===== config.mk =====
export PLATFORM = sky130hd
export DESIGN_NAME = hdc_top
export DESIGN_NICKNAME = d
export VERILOG_FILES = /design/src/include/hdc_pkg.sv /design/src/hdc_loss_detect.sv /design/src/hdc_top.sv
export VERILOG_INCLUDE_DIRS = /design/src /design/src/include
export SDC_FILE = /design/constraint.sdc
export NUM_CORES = 1
export LEC_CHECK = 0
export BUFFER_PORTS_ARGS = -buffer_cell sky130_fd_sc_hd__buf_2
export CAP_MARGIN = 20
export CORE_AREA = 2 2 110 112
export CTS_CLUSTER_SIZE = 16
export DETAILED_ROUTE_END_ITERATION = 7
export DIE_AREA = 0 0 112 114
export GPL_ROUTABILITY_DRIVEN = 0
export HOLD_SLACK_MARGIN = 0.05
export PLACE_DENSITY = 0.8
export SLEW_MARGIN = 10
export SYNTH_ARGS = -nofsm -noshare
export SYNTH_HDL_FRONTEND = slang
export SYNTH_SLANG_ARGS = --single-unit

===== constraint.sdc =====
create_clock -name hclk -period 6.87 [get_ports hclk]
set_input_delay 1.374 -clock hclk [delete_from_list [all_inputs] [get_ports hclk]]
set_output_delay 1.374 -clock hclk [all_outputs]
set_load 0.01 [all_outputs]

===== src/include/hdc_consts.svh =====
/*
 * Constants of the holdover DAC control block: register indices, field
 * positions, reset values and timing counts.
 * Assumes a 20 MHz hclk and word-aligned AHB-Lite register access.
 */
// Contract
// control bits 7:6 pick the signal-loss timeout, lowest to highest rate.
// signal-loss timeout acts only while its enable bit 5 is set.
// tracking bit 4 lets the DAC code follow the first loop tuning.
// after reset the tracked code starts at mid-scale 512.
// tracked code moves only while the first loop is locked.
// tracking works in every mode, usable as a tuning monitor.
// forced-holdover bit 3 puts the block in holdover regardless of inputs.
// in forced holdover, manual mode drives manual code, else tracked code.
// bit 2 picks manual mode when set; defaults to manual.
// manual code is ten bits, top two in control, low eight next register.
// six-bit low trip, code N trips at (N+1)/64 supply from ground.
// six-bit high trip, same encoding, measured from the supply.
// reserved bits read zero and ignore writes.
`ifndef HDC_CONSTS_SVH
`define HDC_CONSTS_SVH

`define HDC_IDX_CTRL        10'h14b
`define HDC_IDX_MAN_LO      10'h14c
`define HDC_IDX_TRIP_LO     10'h14d
`define HDC_IDX_TRIP_HI     10'h14e
`define HDC_IDX_STATUS      10'h160
`define HDC_IDX_MASK        10'h161
`define HDC_IDX_MONITOR     10'h162
`define HDC_IDX_CONFIG      10'h163

`define HDC_CTRL_RESET      8'h06
`define HDC_MAN_LO_RESET    8'h00
`define HDC_TRIP_RESET      6'h00
`define HDC_TRACK_RESET     10'h200
`define HDC_DAC_MAX         10'h3ff
`define HDC_DAC_MIN         10'h000

`define HDC_CTRL_TMO_HI     7
`define HDC_CTRL_TMO_LO     6
`define HDC_CTRL_SIGNAL_LOSS_ENABLE     5
`define HDC_CTRL_TRACK      4
`define HDC_CTRL_FORCE      3
`define HDC_CTRL_MANUAL     2
`define HDC_CTRL_MAN_HI     1

`define HDC_ST_SWITCH       0
`define HDC_ST_HOLDOVER     1
`define HDC_ST_UNLOCK       2
`define HDC_ST_W            3

`define HDC_CLK_PS          50000
`define HDC_LOS_T0_PS       200000
`define HDC_LOS_T1_PS       40000
`define HDC_LOS_T2_PS       10000
`define HDC_LOS_T3_PS       5000
`define HDC_CYC(ps) ((((ps) / `HDC_CLK_PS) > 0) ? ((ps) / `HDC_CLK_PS) : 1)
`define HDC_LOS_W           8

`endif


===== src/include/hdc_pkg.sv =====
/*
 * Types shared by the holdover DAC control block.
 * Assumes hdc_consts.svh provides the numeric constants.
 */
package hdc_pkg;
    typedef enum logic [1:0] {
        HDC_BUS_IDLE  = 2'b00,
        HDC_BUS_WRITE = 2'b01,
        HDC_BUS_RWAIT = 2'b10,
        HDC_BUS_RDATA = 2'b11
    } hdc_bus_state_t;

    typedef logic [9:0] hdc_code_t;
endpackage


===== src/hdc_loss_detect.sv =====
/*
 * Activity watchdog for one reference input: synchronises the pin and
 * flags loss when no edge arrives within the selected count.
 * Assumes the pin is asynchronous to hclk and limit is static-ish.
 */
module hdc_loss_detect #(
    parameter int CNT_W = 8
) (
    input  wire logic             hclk,
    input  wire logic             hresetn,
    input  wire logic             pin,
    input  wire logic             enable,
    input  wire logic [CNT_W-1:0] limit,
    output logic                  lost
);
    logic             sync1_r;
    logic             sync2_r;
    logic             prev_r;
    logic [CNT_W-1:0] cnt_r;
    logic             edge_seen;

    always_ff @(posedge hclk or negedge hresetn) begin
        if (!hresetn) begin
            sync1_r <= 1'b0;
            sync2_r <= 1'b0;
            prev_r  <= 1'b0;
        end else begin
            sync1_r <= pin;
            sync2_r <= sync1_r;
            prev_r  <= sync2_r;
        end
    end

    assign edge_seen = sync2_r ^ prev_r;

    // idle count since last edge, cleared while disabled
    always_ff @(posedge hclk or negedge hresetn) begin
        if (!hresetn) begin
            cnt_r <= '0;
        end else if (!enable || edge_seen) begin
            cnt_r <= '0;
        end else if (cnt_r < limit) begin
            cnt_r <= cnt_r + 1'b1;
        end
    end

    always_ff @(posedge hclk or negedge hresetn) begin
        if (!hresetn) begin
            lost <= 1'b0;
        end else begin
            lost <= enable && !edge_seen && (cnt_r >= limit);
        end
    end
endmodule


===== src/hdc_top.sv =====
/*
 * Holdover DAC control: register file on AHB-Lite, signal-loss watchdogs,
 * tuning DAC tracking, holdover selection, trip detection and interrupt.
 * Assumes first_loop_locked and vtune_above_dac come from analog logic
 * asynchronous to hclk; ref_is_mos is static configuration on hclk.
 */
`include "hdc_consts.svh"

module hdc_top #(
    parameter int N_REF     = 3,
    parameter int TRACK_DIV = 508
) (
    input  wire logic                hclk,
    input  wire logic                hresetn,
    input  wire logic                hsel,
    input  wire logic [31:0]         haddr,
    input  wire logic [1:0]          htrans,
    input  wire logic                hwrite,
    input  wire logic [2:0]          hsize,
    input  wire logic [31:0]         hwdata,
    input  wire logic                hready,
    output logic                     hreadyout,
    output logic                     hresp,
    output logic [31:0]              hrdata,
    input  wire logic [N_REF-1:0]    reference_input,
    input  wire logic [N_REF-1:0]    ref_is_mos,
    input  wire logic                first_loop_locked,
    input  wire logic                vtune_above_dac,
    output hdc_pkg::hdc_code_t       dac_code,
    output logic                     holdover_active,
    output logic [N_REF-1:0]         signal_loss,
    output logic                     clock_switch_event,
    output logic                     irq
);
    import hdc_pkg::*;

    localparam int TDIV_W = $clog2(TRACK_DIV + 1);
    localparam logic [TDIV_W-1:0] TDIV_LAST = TDIV_W'(TRACK_DIV - 1);

    hdc_bus_state_t          bus_r;
    logic [9:0]              idx_r;
    logic [31:0]             hrdata_r;
    logic                    bus_take;
    logic                    wr_stb;
    logic [31:0]             rd_val;

    logic [7:0]              ctrl_r;
    logic [7:0]              man_lo_r;
    logic [5:0]              trip_lo_r;
    logic [5:0]              trip_hi_r;
    logic [`HDC_ST_W-1:0]    status_r;
    logic [`HDC_ST_W-1:0]    mask_r;
    logic                    vtune_det_r;

    logic [1:0]              lock_sync_r;
    logic [1:0]              cmp_sync_r;
    logic                    locked;
    logic                    locked_prev_r;
    logic                    above;

    logic [TDIV_W-1:0]       tdiv_r;
    logic                    track_tick;
    hdc_code_t               track_r;
    hdc_code_t               man_code;
    hdc_code_t               dac_r;

    logic [`HDC_LOS_W-1:0]   los_limit;
    logic [N_REF-1:0]        loss_now;
    logic [N_REF-1:0]        loss_prev_r;
    logic                    switch_ev;
    logic                    switch_r;
    logic                    trip_lo;
    logic                    trip_hi;
    logic                    hold_nxt;
    logic                    hold_r;
    logic [`HDC_ST_W-1:0]    ev_set;

    // ---------------- bus slave ----------------
    assign bus_take = hsel && hready && htrans[1];

    always_ff @(posedge hclk or negedge hresetn) begin
        if (!hresetn) begin
            bus_r <= HDC_BUS_IDLE;
            idx_r <= '0;
        end else begin
            case (bus_r)
                HDC_BUS_WRITE, HDC_BUS_RDATA, HDC_BUS_IDLE: begin
                    if (bus_take) begin
                        idx_r <= haddr[11:2];
                        bus_r <= hwrite ? HDC_BUS_WRITE : HDC_BUS_RWAIT;
                    end else begin
                        bus_r <= HDC_BUS_IDLE;
                    end
                end
                HDC_BUS_RWAIT: begin
                    bus_r <= HDC_BUS_RDATA;
                end
                default: begin
                    bus_r <= HDC_BUS_IDLE;
                end
            endcase
        end
    end

    // one wait on reads so a write just before is always visible
    assign hreadyout = (bus_r != HDC_BUS_RWAIT);
    assign hresp     = 1'b0;
    assign hrdata    = hrdata_r;
    assign wr_stb    = (bus_r == HDC_BUS_WRITE);

    always_comb begin
        rd_val = 32'h0000_0000;
        case (idx_r)
            `HDC_IDX_CTRL:    rd_val[7:0] = ctrl_r;
            `HDC_IDX_MAN_LO:  rd_val[7:0] = man_lo_r;
            `HDC_IDX_TRIP_LO: rd_val[5:0] = trip_lo_r;
            `HDC_IDX_TRIP_HI: rd_val[5:0] = trip_hi_r;
            `HDC_IDX_STATUS:  rd_val[`HDC_ST_W-1:0] = status_r;
            `HDC_IDX_MASK:    rd_val[`HDC_ST_W-1:0] = mask_r;
            `HDC_IDX_CONFIG:  rd_val[0] = vtune_det_r;
            `HDC_IDX_MONITOR: begin
                rd_val[9:0]   = track_r;
                rd_val[25:16] = dac_r;
                rd_val[28]    = hold_r;
                rd_val[29]    = locked;
            end
            default:          rd_val = 32'h0000_0000;
        endcase
    end

    always_ff @(posedge hclk or negedge hresetn) begin
        if (!hresetn) begin
            hrdata_r <= 32'h0000_0000;
        end else if (bus_r == HDC_BUS_RWAIT) begin
            hrdata_r <= rd_val;
        end
    end

    // ---------------- configuration registers ----------------
    always_ff @(posedge hclk or negedge hresetn) begin
        if (!hresetn) begin
            ctrl_r   <= `HDC_CTRL_RESET;
            man_lo_r <= `HDC_MAN_LO_RESET;
        end else if (wr_stb) begin
            if (idx_r == `HDC_IDX_CTRL) begin
                ctrl_r <= hwdata[7:0];
            end
            if (idx_r == `HDC_IDX_MAN_LO) begin
                man_lo_r <= hwdata[7:0];
            end
        end
    end

    always_ff @(posedge hclk or negedge hresetn) begin
        if (!hresetn) begin
            trip_lo_r   <= `HDC_TRIP_RESET;
            trip_hi_r   <= `HDC_TRIP_RESET;
            vtune_det_r <= 1'b0;
        end else if (wr_stb) begin
            if (idx_r == `HDC_IDX_TRIP_LO) begin
                trip_lo_r <= hwdata[5:0];
            end
            if (idx_r == `HDC_IDX_TRIP_HI) begin
                trip_hi_r <= hwdata[5:0];
            end
            if (idx_r == `HDC_IDX_CONFIG) begin
                vtune_det_r <= hwdata[0];
            end
        end
    end

    always_ff @(posedge hclk or negedge hresetn) begin
        if (!hresetn) begin
            mask_r <= '0;
        end else if (wr_stb && idx_r == `HDC_IDX_MASK) begin
            mask_r <= hwdata[`HDC_ST_W-1:0];
        end
    end

    // ---------------- analog status synchronisers ----------------
    always_ff @(posedge hclk or negedge hresetn) begin
        if (!hresetn) begin
            lock_sync_r   <= 2'h0;
            cmp_sync_r    <= 2'h0;
            locked_prev_r <= 1'b0;
        end else begin
            lock_sync_r   <= {lock_sync_r[0], first_loop_locked};
            cmp_sync_r    <= {cmp_sync_r[0], vtune_above_dac};
            locked_prev_r <= lock_sync_r[1];
        end
    end

    assign locked = lock_sync_r[1];
    assign above  = cmp_sync_r[1];

    // ---------------- tuning DAC tracking ----------------
    always_ff @(posedge hclk or negedge hresetn) begin
        if (!hresetn) begin
            tdiv_r <= '0;
        end else if (tdiv_r == TDIV_LAST) begin
            tdiv_r <= '0;
        end else begin
            tdiv_r <= tdiv_r + 1'b1;
        end
    end

    assign track_tick = (tdiv_r == TDIV_LAST);

    // independent of holdover so the code serves as a monitor
    always_ff @(posedge hclk or negedge hresetn) begin
        if (!hresetn) begin
            track_r <= `HDC_TRACK_RESET;
        end else if (track_tick && ctrl_r[`HDC_CTRL_TRACK] && locked) begin
            if (above && track_r != `HDC_DAC_MAX) begin
                track_r <= track_r + 1'b1;
            end else if (!above && track_r != `HDC_DAC_MIN) begin
                track_r <= track_r - 1'b1;
            end
        end
    end

    assign man_code = {ctrl_r[`HDC_CTRL_MAN_HI:0], man_lo_r};

    // ---------------- holdover and trip detection ----------------
    // tracked code stands for tuning voltage in 1/1024 of supply
    assign trip_lo = (track_r[9:4] <= trip_lo_r);
    assign trip_hi = (~track_r[9:4] <= trip_hi_r);
    assign hold_nxt = ctrl_r[`HDC_CTRL_FORCE] ||
                      (vtune_det_r && (trip_lo || trip_hi));

    always_ff @(posedge hclk or negedge hresetn) begin
        if (!hresetn) begin
            hold_r <= 1'b0;
        end else begin
            hold_r <= hold_nxt;
        end
    end

    always_ff @(posedge hclk or negedge hresetn) begin
        if (!hresetn) begin
            dac_r <= `HDC_TRACK_RESET;
        end else if (hold_r && ctrl_r[`HDC_CTRL_MANUAL]) begin
            dac_r <= man_code;
        end else begin
            dac_r <= track_r;
        end
    end

    assign dac_code        = dac_r;
    assign holdover_active = hold_r;

    // ---------------- signal-loss watchdogs ----------------
    always_comb begin
        case (ctrl_r[`HDC_CTRL_TMO_HI:`HDC_CTRL_TMO_LO])
            2'h0:    los_limit = `HDC_LOS_W'(`HDC_CYC(`HDC_LOS_T0_PS));
            2'h1:    los_limit = `HDC_LOS_W'(`HDC_CYC(`HDC_LOS_T1_PS));
            2'h2:    los_limit = `HDC_LOS_W'(`HDC_CYC(`HDC_LOS_T2_PS));
            default: los_limit = `HDC_LOS_W'(`HDC_CYC(`HDC_LOS_T3_PS));
        endcase
    end

    for (genvar g = 0; g < N_REF; g++) begin : g_los
        hdc_loss_detect #(
            .CNT_W   (`HDC_LOS_W)
        ) u_los (
            .hclk    (hclk),
            .hresetn (hresetn),
            .pin     (reference_input[g]),
            .enable  (ctrl_r[`HDC_CTRL_SIGNAL_LOSS_ENABLE] && ref_is_mos[g]),
            .limit   (los_limit),
            .lost    (loss_now[g])
        );
    end

    always_ff @(posedge hclk or negedge hresetn) begin
        if (!hresetn) begin
            loss_prev_r <= '0;
            switch_r    <= 1'b0;
        end else begin
            loss_prev_r <= loss_now;
            switch_r    <= switch_ev;
        end
    end

    assign switch_ev          = |(loss_now & ~loss_prev_r);
    assign signal_loss        = loss_prev_r;
    assign clock_switch_event = switch_r;

    // ---------------- interrupt status ----------------
    always_comb begin
        ev_set                  = '0;
        ev_set[`HDC_ST_SWITCH]   = switch_ev;
        ev_set[`HDC_ST_HOLDOVER] = hold_nxt && !hold_r;
        ev_set[`HDC_ST_UNLOCK]   = locked_prev_r && !locked;
    end

    // set wins over a same-cycle write-one clear
    always_ff @(posedge hclk or negedge hresetn) begin
        if (!hresetn) begin
            status_r <= '0;
        end else if (wr_stb && idx_r == `HDC_IDX_STATUS) begin
            status_r <= (status_r & ~hwdata[`HDC_ST_W-1:0]) | ev_set;
        end else begin
            status_r <= status_r | ev_set;
        end
    end

    assign irq = |(status_r & mask_r);
endmodule


== Yosys cells after proc, flatten, opt, wreduce, memory -nomap -nowiden ==
Index checks and enable logic that the tools add are counted.

* Output and inout port bits: 50
* Input port bits: 82
* Word-level logic and storage cells: 147
* Register bits after elaboration: 144

* Add/sub/neg operators: 6
* Eq/ne operators: 14
* $lt $le $gt $ge: 8
* Multiplexer cells: 22
* Reduce and logical (&&, ||, !) cells: 52
* Bitwise logic cells: 11

{| class="wikitable"
|+ Operators by type and width
! cell !! number
|-
| $eq 10x9->1 const B || 8
|-
| $mux 8 || 6
|-
| $mux 10 || 4
|-
| $add 8x1->8 const B || 3
|-
| $ge 8x3->1 || 3
|-
| $lt 8x3->1 || 3
|-
| $logic_and 1x1->1 || 21
|-
| $pmux 3 s5 || 1
|-
| $pmux 2 s7 || 1
|-
| $reduce_and 2->1 || 7
|-
| $le 6x6->1 || 2
|-
| $add 10x1->10 const B || 1
|-
| $ne 10x10->1 const B || 1
|-
| $reduce_bool 10->1 || 1
|-
| $sub 10x1->10 const B || 1
|-
| $add 9x1->9 const B || 1
|-
| $and 3x3->3 || 3
|-
| $eq 9x9->1 const B || 1
|-
| $logic_not 1->1 || 9
|-
| $mux 9 || 1
|-
| $reduce_or 3->1 || 3
|-
| $mux 2 || 4
|-
| $pmux 1 s8 || 1
|-
| $reduce_bool 2->1 || 4
|-
| other kinds (12) || 23
|}

== Depth between registers and ports, before layout ==
* Depth in word-level cells: 8
* Depth in mapped cells: 10
* Mapped depth without buffers: 10

== Modules after synthesis ==
A second synthesis with hierarchy kept.

* Cells, all modules: 732
* Area, all modules: 7603.5 um^2

{| class="wikitable"
|+ Modules (own cells, without submodules)
! module !! cells each !! times used !! sequential area each (um^2) !! area an instance (um^2)
|-
| hdc_top || 495 || 1 || 2707.6 || 5366.4
|-
| hdc_loss_detect || 79 || 3 || 300.3 || 745.7
|}

== Worst setup path before layout ==
Ideal clock, no wire load.

* Kind: reg2reg
* Start point: register track_r[9]
* End point: register track_r[9]
* Stages on the path, launching flop included: 10
* Setup slack: 3983 ps
* Period minus slack after synthesis: 2887 ps
* Required time: 6795 ps
* Arrival time: 2812 ps
* Setup time: 75 ps
* Buffers on the path: 0
* Cells stage by stage: dfstp_2 > inv_1 > or4_1 > nand2_1 > ha_1 > a21oi_1 > o21ai_0 > a211o_1 > o32a_1 > xnor2_1

* Word-level cells in the longest chain between the ends: 4
* Elaborated cells between the ends (all ways): 10
* Those cells by class: add/sub: 2; eq/ne: 1; mux: 2; reduce/logical: 5

{| class="wikitable"
|+ Ends and longest elaborated chain
! what !! line !! source
|-
| start, declared || hdc_top.sv:63 || <nowiki>hdc_code_t track_r;</nowiki>
|-
| start signal, assigned || hdc_top.sv:212 || <nowiki>track_r <= `HDC_TRACK_RESET;</nowiki>
|-
| start signal, assigned || hdc_top.sv:215 || <nowiki>track_r <= track_r + 1'b1;</nowiki>
|-
| start signal, assigned || hdc_top.sv:217 || <nowiki>track_r <= track_r - 1'b1;</nowiki>
|-
| branches (longest 4 deep; another with $sub 10x1->10) || - ||
|}

Several ways; the timed one is not identified. The select of a mux whose other input is x is not followed.
A chain may end at the register's enable or synchronous reset.

== Final worst setup path ==
* Start point: register track_r[6]
* End point: register track_r[9]

The elaborated chain is that of the path after synthesis.

==> run summary <==
The run finished with clean final reports. The maximum clock insertion buffer count came out at 2. The number of fill cells in the layout is 843. The internal power of the cells totals around 1.7 mW. Counting flops with a built-in enable in the synthesized netlist gives 0. The prevailing post-synth register cell is sky130_fd_sc_hd__dfrtp_1. The switching fraction of total power is between 20% and 30%. The launch point of the worst reg-to-reg path is track_r[6]. Relative to the synthesized area, the layout overhead comes to 16.6%. The floorplan row count came out at 40.

In this run the tightest slew margin relative to its limit is roughly 42%. The critical path ends at track_r[9]. The highest metal layer used by the detailed router is met4.

The share of the Yosys chip area taken by registers is a little over half. The switching power summed over all nets came out at about 0.55 mW. Synthesis handed over a netlist of 590 instances. Each instance of the synthesized netlist takes up on average 11.6 sq um. For this design, the sink count on the clock tree is about 140. The DRC violation count after routing came out at 0. The number of maximum-capacitance constraint violations came out at 0.

The yosys synthesis warning count is 0. The startpoint-to-endpoint class of the critical path is reg2reg. STA classifies the critical path endpoint as a register.

Walking the worst path, the cells encountered are inv_1, or4_1, nand2_1, ha_1, a21oi_1, o21ai_0, a211o_1, o32a_1, xnor2_1. The floorplan step set the die width to approximately 110 um. The root buffer cell is sky130_fd_sc_hd__clkbuf_16.

On the final layout, the worst hold slack is 0.348 ns. For the final database, setup skew stands at 0.00715 ns. The number of I/O port buffers is 70. Setup repair after global routing left no endpoint under its margin. The delay contributed by the slowest stage of the critical path came out at about 0.6 ns. Setup violations remaining at the end of the flow were counted as 0. The clock tree from TritonCTS is yes. The hold buffer count at cts came out at 0. In this run the number of H-tree levels came out at 4. The via count of the first global-routing pass came out at a little over 5000.

The wire length on met3 came out at roughly 960 um. The worst reg2reg path depth came out at 9. The number of hold violations in the final report is 0. The number of different library cells used by synthesis comes to 68.

The half-perimeter wire length of the detailed placement result is 10000 um. The clock power share came out at between 40% and 50%. The endpoint identified for the worst register-to-register timing path is track_r[9].

The wire length per cell after detailed routing is around 18 um. The total core area came out at 0.0117 sq mm. The number of pins exceeding their max-slew limit in the final report is 0. Across every metal layer, demand over resource in global routing totals between 20% and 30%. The class of the worst hold path is reg2reg. Setup total negative slack on the finished layout was measured at 0 ns. The placement-stage cell area is 0.00728 sq mm. The post-route non-filler standard cell count is just over 800. The routed design uses just over 7000 um of met2 wire.

The static leakage is approximately 3.8 nW. The final clock period utilization by the worst path is 48.4%. The wire length of the first global-routing pass is 24700 um. The data arrival time of the critical path came out at between 3 and 4 ns. The initial DRC count came out at around 340.

In this run the count of I/O pins placed on the die edge is 132. The maximum operating frequency is about 300 MHz. Detailed routing inserted a total of between 4000 and 5000 vias. Dividing the detail-routed via count by the number of cells gives about 5.9. The number of buffers created by CTS came out at 17. The final global-route overflow total is 0. The worst register-to-register path has a setup slack of between 3 and 4 ns. Ranked by instance count, the synthesized netlist is headed by sky130_fd_sc_hd__dfrtp_1 (140), sky130_fd_sc_hd__mux2_2 (44), sky130_fd_sc_hd__inv_1 (40), sky130_fd_sc_hd__nand2_1 (37), sky130_fd_sc_hd__nor2_1 (35). The initial antenna violation count came out at 0. Once placement completed, the tool counted placed cells totaling just under 800. The initial core utilization came out at between 50 and 60%.

The largest fanout of any net on the critical path is 9. Per report_power, the sequential group accounts for between 40% and 50% of the total. The worst supply voltage drop on vdd is around 0.23 mV.

The number of setup buffers added after CTS is 0. In this run the power density over the cells is between 200 and 300 mW/mm^2. Post-CTS repair changed the size of 0 cells. By instance count, the leading cell after synthesis is sky130_fd_sc_hd__dfrtp_1. Of all cell types, the one taking the most synthesized area is sky130_fd_sc_hd__dfrtp_1. The cell area after technology mapping is between 0.006 and 0.007 sq mm.

Cells with a size suffix above 1 make up 24.4% of the layout. After detailed routing, the wire length on met1 is around 6000 um. The clock latency reported for the late side of the worst-skew pair is 0.42 ns. After the last flow step, the layout net total stands at approximately 800.

The worst path required time is a little over 7 ns. The routed design has ~15000 um of wire. From bottom edge to top edge, the die measures 114 um.

The share of synthesized registers carrying an async set or reset came out at 100%. In this run the biggest area consumer among cell types represents between 50% and 60% of the synthesized area. The fraction of power consumed by combinational cells is a little under an eighth. For the pin with the worst max-slew slack, the measured transition is between 0.8 and 0.9 ns. The final period demand of the worst path came out at roughly 3.3 ns. The worst setup path startpoint is track_r[6]. The clock slew at the register clock pins of the worst setup and hold paths came out at 0.06 ns. The number of register bits inferred by synthesis came out at around 140. 0 antenna diodes ended up in the layout.

The final standard cell area without fillers came out at between 0.007 and 0.008 sq mm. After synthesis, the cell types taking the most area are sky130_fd_sc_hd__dfrtp_1 (51%), sky130_fd_sc_hd__mux2_2 (7.3%), sky130_fd_sc_hd__ha_1 (5.5%). In this run the remaining antenna-violating nets after routing total 0.

The pin count of the biggest net entering global routing is 86. STA classifies the critical path startpoint as a register. Before antenna repair, the detailed router went through 5 iterations. The worst-path cell with the longest stage delay is sky130_fd_sc_hd__dfrtp_1. The die outline area came out at roughly 0.013 sq mm.
-- power by group through the flow --
stage | Combinational (mW) | Clock (mW) | Sequential (mW)
floorplan | 0.195 | 0 | 0.950
global placement | 0.240 | 0 | 0.976
detailed placement | 0.250 | 0 | 0.980
CTS | 0.254 | 1.00 | 0.966
global route | 0.281 | 1.05 | 0.976
finish | 0.255 | 0.988 | 0.967
-- sequential cells by signal, summed over array words and instances, names as in the netlist, 3 cells and up --
register / cells
g_los.u_los.cnt_r: 24
dac_code: 10
trip_lo_r: 6
signal_loss: 3
status_r: 3
idx_r: 10
track_r: 10
g_los.u_los.sync1_r: 3
ctrl_r: 8
mask_r: 3
man_lo_r: 8
g_los.u_los.sync2_r: 3
trip_hi_r: 6
hrdata: 22
g_los.u_los.prev_r: 3
g_los.u_los.lost: 3
tdiv_r: 9
-- final cells by class --
type	count	area, sq um	area share, %
Timing Repair Buffer	74	407	5.11
Inverter	40	150	1.89
Clock inverter	8	150	1.89
Multi-Input combinational cell	391	2960	37.3
Clock buffer	24	492	6.18
Sequential cell	144	3610	45.4
Tap cell	147	184	2.31
-- worst max-delay path, delay by kind of cell, from the launching register on --
kind / cells / cell delay, ns
buf+inv: 1 / 0.11
flops: 1 / 0.59
xor+xnor: 1 / 0.14
fa+ha+maj: 1 / 0.37
compound gates: 4 / 1.16
simple gates: 2 / 0.87
-- worst min path at each step --
| stage | endpoint | startpoint | cells after the start |
|---|---|---|---|
| 2_1_floorplan | cmp_sync_r[1] | cmp_sync_r[0] | 0 |
| 3_3_place_gp | g_los[2].u_los.sync2_r | g_los[2].u_los.sync1_r | 0 |
| 3_5_place_dp | lock_sync_r[1] | lock_sync_r[0] | 0 |
| 4_1_cts | lock_sync_r[1] | lock_sync_r[0] | 0 |
| 5_1_grt | cmp_sync_r[1] | cmp_sync_r[0] | 0 |
| 6_report | lock_sync_r[1] | lock_sync_r[0] | 0 |
-- cell usage in the layout (no fill, tap or decap), drive strengths merged, types with 5 or more instances in the layout --
cell and n:
nor3 10, nand4 5, buf 74, or4 6, xor2 7, nand3 13
mux2i 11, nand2 37, o21ai 25, clkbuf 24, and2 14, mux2 47
ha 30, conb 11, nor2b 11, a22o 20, a21oi 17, nand2b 7
a21o 5, xnor2 12, inv 41, dfrtp 140, nor2 35
-- kinds of logic after synthesis --
group / Yosys count / synth area share [%]
other: 1 / 0.0549
buffers and inverters: 65 / 4.25
adder cells (fa/ha/maj): 31 / 5.79
flip-flops: 144 / 52.9
AND/OR/NAND/NOR: 160 / 12.6
XOR/XNOR: 19 / 2.44
multiplexers: 59 / 9.86
AO/OA/AOI/OAI: 111 / 12.2
-- per-layer routing --
metal / vias to the layer above / global-route usage, %
li1: 2259 / -
met1: 2421 / 30.3
met2: 183 / 40.5
met3: 42 / 6.85
met4: 0 / 11.1
met5: - / 0
-- stage by stage --
stage	power (mW)	util, %	setup slack, ns
detailed placement	1.23	62.1	3.58
finish	2.21	67.9	3.55
floorplan	1.15	-	3.98
global placement	1.22	62.1	3.70
global route	2.30	67.9	3.37
CTS	2.22	67.6	3.51
Power figures use the tool's default switching activity.
